==> src/host_port_defines.svh <==
// constants for the host parallel port of the uart
// assumes inclusion from the package and the port modules only
`ifndef HOST_PORT_DEFINES_SVH
`define HOST_PORT_DEFINES_SVH
`define HP_ADDR_W 3
`define HP_DATA_W 8
`define HP_NUM_REGS 8
`define HP_SYNC_STAGES 2
`define HP_REG_RST 8'h00
`define HP_SEL_STROBES 1'b1
`define HP_SEL_DIRLINE 1'b0
`define HP_DIR_READ 1'b1
`define HP_DIR_WRITE 1'b0
`endif

==> src/host_port_pkg.sv <==
// types for the host parallel port
// assumes host_port_defines.svh is on the include path
`include "host_port_defines.svh"
package host_port_pkg;
   typedef logic [`HP_ADDR_W-1:0] reg_sel_t;
   typedef logic [`HP_DATA_W-1:0] byte_t;
   typedef enum logic [2:0]
   {
      ST_IDLE = 3'b001,
      ST_READ = 3'b010,
      ST_WRITE = 3'b100
   } access_state_t;
endpackage : host_port_pkg

==> src/pin_sync.sv <==
// two-flop synchroniser for a group of pin levels
// assumes inputs are asynchronous to i_clk
`timescale 1ns/10ps
module pin_sync #(
   parameter int WIDTH = 1,
   parameter logic [WIDTH-1:0] RST_VAL = '0
) (
   input wire logic i_clk,
   input wire logic i_rst_n,
   input wire logic [WIDTH-1:0] i_async,
   output logic [WIDTH-1:0] o_sync
);
   logic [WIDTH-1:0] meta_q;
   logic [WIDTH-1:0] sync_q;

   initial
   begin
      if (WIDTH < 1)
      begin
         $error("pin_sync: WIDTH must be at least 1");
      end
   end

   always_ff @(posedge i_clk)
   begin
      if (!i_rst_n)
      begin
         meta_q <= RST_VAL;
         sync_q <= RST_VAL;
      end
      else
      begin
         meta_q <= i_async;
         sync_q <= meta_q;
      end
   end

   assign o_sync = sync_q;
endmodule : pin_sync

==> src/uart_host_bus_port.sv <==
// host parallel port of a single-channel uart: strobe or direction-line bus styles, muxed mode pin reuse
// assumes host pins are asynchronous to I_CLK_SYS and the host holds address and data across each strobe
// Function
// - select pin high gives separate active-low read and write strobes.
// - select pin low gives one direction line instead of two strobes.
// - select pin picks style only when muxed enable low; else sleep input.
// - three register-select lines address the internal register each access.
// - in muxed mode, select line one becomes active-low half-duplex enable.
// - read strobe fall drives addressed byte on bus; host samples at rise.
// - write strobe fall starts write; rise stores bus byte in register.
// - in direction-line mode, write strobe pin is direction: high read, low write.
// - eight-bit two-way data bus carries bytes; addresses always come from the select lines.
`timescale 1ns/10ps
`include "host_port_defines.svh"
module uart_host_bus_port #(
   parameter int ADDR_W = `HP_ADDR_W,
   parameter int DATA_W = `HP_DATA_W
) (
   input wire logic I_CLK_SYS,
   input wire logic I_RST_N,
   input wire logic I_MUXED_BUS_ENABLE,
   input wire logic I_BUS_TYPE_SEL,
   input wire logic I_CHIP_SELECT_N,
   input wire logic I_READ_STROBE_N,
   input wire logic I_WRITE_STROBE_N,
   input wire logic [ADDR_W-1:0] I_REGISTER_SELECT,
   input wire logic [DATA_W-1:0] I_HOST_DATA_BUS,
   output logic [DATA_W-1:0] O_HOST_DATA_BUS,
   output logic O_HOST_DATA_BUS_OE,
   output logic O_SLEEP_POWERDOWN_INPUT,
   output logic O_HALFDUPLEX_DIR_ENABLE_N,
   output logic O_STROBE_MODE,
   output logic [ADDR_W-1:0] O_ACCESS_ADDR,
   output logic O_READ_PULSE,
   output logic O_WRITE_PULSE,
   output logic [DATA_W-1:0] O_WRITE_DATA
);
   import host_port_pkg::*;

   localparam int NREG = 1 << ADDR_W;

   initial
   begin
      if (ADDR_W != `HP_ADDR_W || DATA_W != `HP_DATA_W)
      begin
         $error("uart_host_bus_port: only 3 select lines and 8 data lines are served");
      end
   end

   // all host pins pass two flops before any logic reads them
   localparam int SW = 5 + ADDR_W + DATA_W;
   logic [SW-1:0] pins_s;
   logic mux_s;
   logic sel_s;
   logic cs_n_s;
   logic rd_n_s;
   logic wr_n_s;
   logic [ADDR_W-1:0] addr_s;
   logic [DATA_W-1:0] data_s;

   pin_sync #(
      .WIDTH(SW),
      // select pin clears to the strobe style so the mode output does not dip after reset
      .RST_VAL({1'b0, `HP_SEL_STROBES, 3'b111, {(ADDR_W + DATA_W){1'b0}}})
   ) u_sync (
      .i_clk(I_CLK_SYS),
      .i_rst_n(I_RST_N),
      .i_async({I_MUXED_BUS_ENABLE, I_BUS_TYPE_SEL, I_CHIP_SELECT_N, I_READ_STROBE_N,
         I_WRITE_STROBE_N, I_REGISTER_SELECT, I_HOST_DATA_BUS}),
      .o_sync(pins_s)
   );

   assign {mux_s, sel_s, cs_n_s, rd_n_s, wr_n_s, addr_s, data_s} = pins_s;

   // mode follows the select pin only outside muxed mode
   logic strobe_mode;
   assign strobe_mode = !mux_s && (sel_s == `HP_SEL_STROBES);

   // previous samples for edge detection
   logic rd_n_q;
   logic wr_n_q;
   logic cs_n_q;
   always_ff @(posedge I_CLK_SYS)
   begin
      if (!I_RST_N)
      begin
         rd_n_q <= 1'b1;
         wr_n_q <= 1'b1;
         cs_n_q <= 1'b1;
      end
      else
      begin
         rd_n_q <= rd_n_s;
         wr_n_q <= wr_n_s;
         cs_n_q <= cs_n_s;
      end
   end

   // in direction-line mode the read strobe pin acts as the data strobe, qualified by chip select
   logic strb_n;
   logic strb_n_prev;
   assign strb_n = strobe_mode ? 1'b1 : (rd_n_s | cs_n_s);
   assign strb_n_prev = strobe_mode ? 1'b1 : (rd_n_q | cs_n_q);

   logic rd_fall;
   logic rd_rise;
   logic wr_fall;
   logic wr_rise;
   logic dl_fall;
   logic dl_rise;
   assign rd_fall = strobe_mode && rd_n_q && !rd_n_s && !cs_n_s;
   assign rd_rise = !rd_n_q && rd_n_s;
   assign wr_fall = strobe_mode && wr_n_q && !wr_n_s && !cs_n_s;
   assign wr_rise = !wr_n_q && wr_n_s;
   assign dl_fall = strb_n_prev && !strb_n;
   assign dl_rise = !strb_n_prev && strb_n;

   // register store; the uart core behind it is outside this block
   byte_t regs_q [NREG];
   access_state_t state_q;
   reg_sel_t addr_q;
   byte_t rdata_q;
   logic oe_q;

   always_ff @(posedge I_CLK_SYS)
   begin
      if (!I_RST_N)
      begin
         state_q <= ST_IDLE;
         addr_q <= '0;
      end
      else
      begin
         unique case (state_q)
            ST_IDLE:
            begin
               if (rd_fall || (dl_fall && wr_n_s == `HP_DIR_READ))
               begin
                  state_q <= ST_READ;
                  addr_q <= addr_s;
               end
               else if (wr_fall || (dl_fall && wr_n_s == `HP_DIR_WRITE))
               begin
                  state_q <= ST_WRITE;
                  addr_q <= addr_s;
               end
            end
            ST_READ:
            begin
               if (strobe_mode ? rd_rise : dl_rise)
               begin
                  state_q <= ST_IDLE;
               end
            end
            ST_WRITE:
            begin
               if (strobe_mode ? wr_rise : dl_rise)
               begin
                  state_q <= ST_IDLE;
               end
            end
         endcase
      end
   end

   // write lands at the strobe's rising edge; data sampled while the strobe was still low
   logic wr_done;
   assign wr_done = (state_q == ST_WRITE) && (strobe_mode ? wr_rise : dl_rise);

   byte_t wdata_q;
   always_ff @(posedge I_CLK_SYS)
   begin
      if (!I_RST_N)
      begin
         wdata_q <= `HP_REG_RST;
      end
      else if (state_q == ST_WRITE && !wr_done)
      begin
         wdata_q <= data_s;
      end
   end

   always_ff @(posedge I_CLK_SYS)
   begin
      if (!I_RST_N)
      begin
         for (int i = 0; i < NREG; i++)
         begin
            regs_q[i] <= `HP_REG_RST;
         end
      end
      else if (wr_done)
      begin
         regs_q[addr_q] <= wdata_q;
      end
   end

   // read data held stable for the whole strobe low time
   always_ff @(posedge I_CLK_SYS)
   begin
      if (!I_RST_N)
      begin
         rdata_q <= `HP_REG_RST;
         oe_q <= 1'b0;
      end
      else if (state_q == ST_IDLE && (rd_fall || (dl_fall && wr_n_s == `HP_DIR_READ)))
      begin
         rdata_q <= regs_q[addr_s];
         oe_q <= 1'b1;
      end
      else if (state_q == ST_READ && (strobe_mode ? rd_rise : dl_rise))
      begin
         oe_q <= 1'b0;
      end
   end

   // one-cycle access pulses toward the uart core
   logic rd_pulse_q;
   logic wr_pulse_q;
   always_ff @(posedge I_CLK_SYS)
   begin
      if (!I_RST_N)
      begin
         rd_pulse_q <= 1'b0;
         wr_pulse_q <= 1'b0;
      end
      else
      begin
         rd_pulse_q <= (state_q == ST_IDLE) && (rd_fall || (dl_fall && wr_n_s == `HP_DIR_READ));
         wr_pulse_q <= wr_done;
      end
   end

   // muxed-mode pin reuse; levels are already synchronised
   logic sleep_q;
   logic hd_en_n_q;
   logic strobe_mode_q;
   always_ff @(posedge I_CLK_SYS)
   begin
      if (!I_RST_N)
      begin
         sleep_q <= 1'b0;
         hd_en_n_q <= 1'b1;
         strobe_mode_q <= `HP_SEL_STROBES;
      end
      else
      begin
         sleep_q <= mux_s && sel_s;
         hd_en_n_q <= mux_s ? addr_s[1] : 1'b1;
         strobe_mode_q <= strobe_mode;
      end
   end

   assign O_HOST_DATA_BUS = rdata_q;
   assign O_HOST_DATA_BUS_OE = oe_q;
   assign O_SLEEP_POWERDOWN_INPUT = sleep_q;
   assign O_HALFDUPLEX_DIR_ENABLE_N = hd_en_n_q;
   assign O_STROBE_MODE = strobe_mode_q;
   assign O_ACCESS_ADDR = addr_q;
   assign O_READ_PULSE = rd_pulse_q;
   assign O_WRITE_PULSE = wr_pulse_q;
   assign O_WRITE_DATA = wdata_q;
endmodule : uart_host_bus_port

==> config.mk <==
export PLATFORM = sky130hd
export DESIGN_NAME = uart_host_bus_port
export DESIGN_NICKNAME = d
export VERILOG_FILES = /design/src/host_port_pkg.sv /design/src/pin_sync.sv /design/src/uart_host_bus_port.sv
export VERILOG_INCLUDE_DIRS = /design/src
export SDC_FILE = /design/constraint.sdc
export NUM_CORES = 1
export LEC_CHECK = 0
export BUFFER_PORTS_ARGS = -buffer_cell sky130_fd_sc_hd__buf_2
export CORE_AREA = 4 4 96 98
export CTS_BUF_LIST = sky130_fd_sc_hd__clkbuf_4 sky130_fd_sc_hd__clkbuf_8 sky130_fd_sc_hd__clkbuf_16
export CTS_CLUSTER_DIAMETER = 40
export CTS_CLUSTER_SIZE = 10
export DETAILED_ROUTE_END_ITERATION = 8
export DIE_AREA = 0 0 100 102
export MAX_ROUTING_LAYER = met4
export PLACE_DENSITY_LB_ADDON = 0.08
export SYNTH_ARGS = -nofsm -noshare
export SYNTH_HDL_FRONTEND = slang
export SYNTH_HIERARCHICAL = 1
export SYNTH_SLANG_ARGS = --single-unit
==> constraint.sdc <==
create_clock -name I_CLK_SYS -period 5.02 [get_ports I_CLK_SYS]
set_input_delay 0.502 -clock I_CLK_SYS [delete_from_list [all_inputs] [get_ports I_CLK_SYS]]
set_output_delay 0.502 -clock I_CLK_SYS [all_outputs]
set_load 0.05 [all_outputs]
==> run summary <==
maximum clock insertion buffer count: 2
Placed Area: 0.00545 mm2
Hold Fails Final Rpt: 0
full die area: 0.0102 mm2
Fin Clk Skew: 0.00708 ns
Critical Path AT: 2.65 ns
unrepaired setup endpoints after global routing: false
asr flop ratio synth: 0%
cts repair resizes: 0
CP max stage delay: 0.55 ns
FP Rows: 34
WP data required: 5.19 ns
clock latency on the worst-skew pair: 0.51 ns
die width: 100 um
Syn Nets: 404
CP Max Fanout: 11
PD cells: 392 mW/mm2
WS Path Type: flop to flop
All-Layer GR Usage: 22.8%
Final min period: 2.48 ns
# DRC: 0
Post-DRT Antenna Nets: 0
critical-path cell list: nor3b_1 > buf_4 > nand2_1 > nor4b_4 > nand2b_1
Post-Syn Area: 0.00517 mm2
post-route setup TNS: 0 ns
core area: 0.00847 mm2
WL/cell: 19.3 um
Final nets: 447
vias: 3123
final instance area: 0.00599 mm2
critical path startpoint category: flop
Finished Layout Cells: 550
die extent in y: 102 um
ANT cells: 0
Hold WC Path Type: input port to flop
commonest non-fill, non-tap cell in the layout: and2_1
H-tree depth: 4
crit end category: flop
Syn. warnings: 6
first drt pass iteration count: 4
Root Driver: clkbuf_8
first-pass GRT wire length: 16600 um
antenna violations before repair: 0
Starting DRT DRC Count: 277
gr ovfl total: 0
Cells after Synth: 386
syn avg cell area: 13.4 um2
Worst-path clk slew: 0.06 ns
measured slew at the worst slew-check pin: 1.17 ns
routability cong.: 0.848
via/cell ratio: 5.68
R2R depth: 5
IO Port Bufs: 42
commonest non-fill, non-tap cells in the layout: and2_1 (90), edfxtp_1 (64), dfxtp_1 (63)
Area growth, synth to finish: 15.7%
largest net degree at the start of global routing: 73
highest-delay cell along the critical path: nor4b_4
number of buffers created by CTS: 17
CTS sink cnt: 127
Setup Buffers After CTS: 0
status: finished, final reports clean
Slew HR: 21.1%
max-slew violations: 0
Initial Utilization: 61.1%
share of cells above drive strength 1: 23.5%
vias in the first global route: 3003
#FFs+latches synth: 127
fmax: 0.404 GHz
total wire length: 10600 um
R2R setup slack: 2.54 ns
peak supply drop: 0.268 mV
sequential-to-total area share from yosys stat: 61.5%
Hold-fix buffers, CTS: 0
final setup violation count: 0
placed cell count: 518
CTS tree: yes
max_cap viols: 0
Lkg Pwr: 2.38 nW
Ports: 43
Tcrit/Tclk final: 49.3%
HPWL Detailed: 7020 um
top_reg_cell synth: edfxtp_1
Hold Path Stages: 2
total power: 0.00235 W
Distinct cells, synth: 40
EDFF count, synth: 64
-- flip-flops by register name (all words and copies together) (netlist names) --
name	count
O_HOST_DATA_BUS_OE	1
wr_n_q	1
O_STROBE_MODE	1
O_SLEEP_POWERDOWN_INPUT	1
u_sync/meta_q	16
O_READ_PULSE	1
cs_n_q	1
O_WRITE_DATA	8
O_ACCESS_ADDR	3
state_q	3
O_WRITE_PULSE	1
O_HALFDUPLEX_DIR_ENABLE_N	1
regs_q	64
rd_n_q	1
u_sync/o_sync	16
O_HOST_DATA_BUS	8
-- path summary, 6_finish.rpt --
path                           from                 to
setup / recovery         state_q[0]       regs_q[5][7]
hold / removal      I_READ_STROBE_N  u_sync/meta_q[12]
setup reg to reg         state_q[0]       regs_q[5][7]
hold reg to reg   u_sync/meta_q[14]  u_sync/o_sync[14]
-- worst max-delay path: cells and delay by family (launching register included) --
kind                   cells  cell delay [ns]
DFF                        1             0.35
and+or+nand+nor            4             1.58
buffers and inverters      1             0.20
-- metal layers --
layer,track usage (%),part of all wire (%)
met5,-,0
met2,34.9,48
met1,29.1,42
met3,5.60,7.1
met4,10.5,2.9
-- per-stage QoR --
stage,worst slack (ns),utilization (%),hold slack [ns]
floorplan,2.88,-,0.385
global placement,2.63,64.4,0.388
detailed placement,2.57,64.4,0.392
CTS,2.54,70.7,0.154
global route,2.33,70.7,0.164
finish,2.54,70.7,0.173
-- where the power goes --
part	internal (W)	switching, W	leakage, nW	total, W
Combinational	0.0000445	0.0000641	0.925	0.000109
Clock	0.000661	0.000428	0.278	0.00109
Sequential	0.00112	0.0000263	1.18	0.00115
Total	0.00183	0.000518	2.38	0.00235
-- logic make-up after synthesis --
| kind of cell | synth area share (%) |
|---|---|
| buffers and inverters | 1.77 |
| AOI/OAI and AO/OA | 5.64 |
| and+or+nand+nor | 22.0 |
| muxes | 9.10 |
| DFF | 61.5 |
-- final cells by class --
cell class / count / area, um2
repair buffers: 45 / 233
fillers: 567 / 2480
clock inverters: 10 / 62.6
flip-flops and latches: 127 / 3180
clock buffers: 22 / 475
well taps: 108 / 135
multi-input cells: 238 / 1900
-- synth_stat cells, types with 2 or more instances --
cell | n | area share [%]
nand3b_1 | 2 | 0.29
nor3_2 | 2 | 0.39
nand3_1 | 9 | 0.87
nor4b_4 | 4 | 1.8
nand4_1 | 8 | 0.97
mux4_2 | 16 | 7.0
o21ai_0 | 9 | 0.87
and3_1 | 2 | 0.24
or2b_1 | 2 | 0.29
clkbuf_2 | 2 | 0.19
a21boi_0 | 8 | 1.2
a21o_1 | 2 | 0.29
or2_2 | 2 | 0.24
o21a_1 | 3 | 0.44
clkbuf_1 | 10 | 0.73
nor4_4 | 2 | 0.82
buf_1 | 3 | 0.22
nand2_1 | 14 | 1.0
mux2i_1 | 11 | 2.1
buf_2 | 5 | 0.48
edfxtp_1 | 64 | 37
nand2b_1 | 23 | 2.8
and2_1 | 90 | 11
o211a_1 | 8 | 1.5
nor2b_1 | 2 | 0.24
a21oi_1 | 2 | 0.19
dfxtp_1 | 63 | 24
nor2_1 | 6 | 0.44
Power figures use the tool's default switching activity.
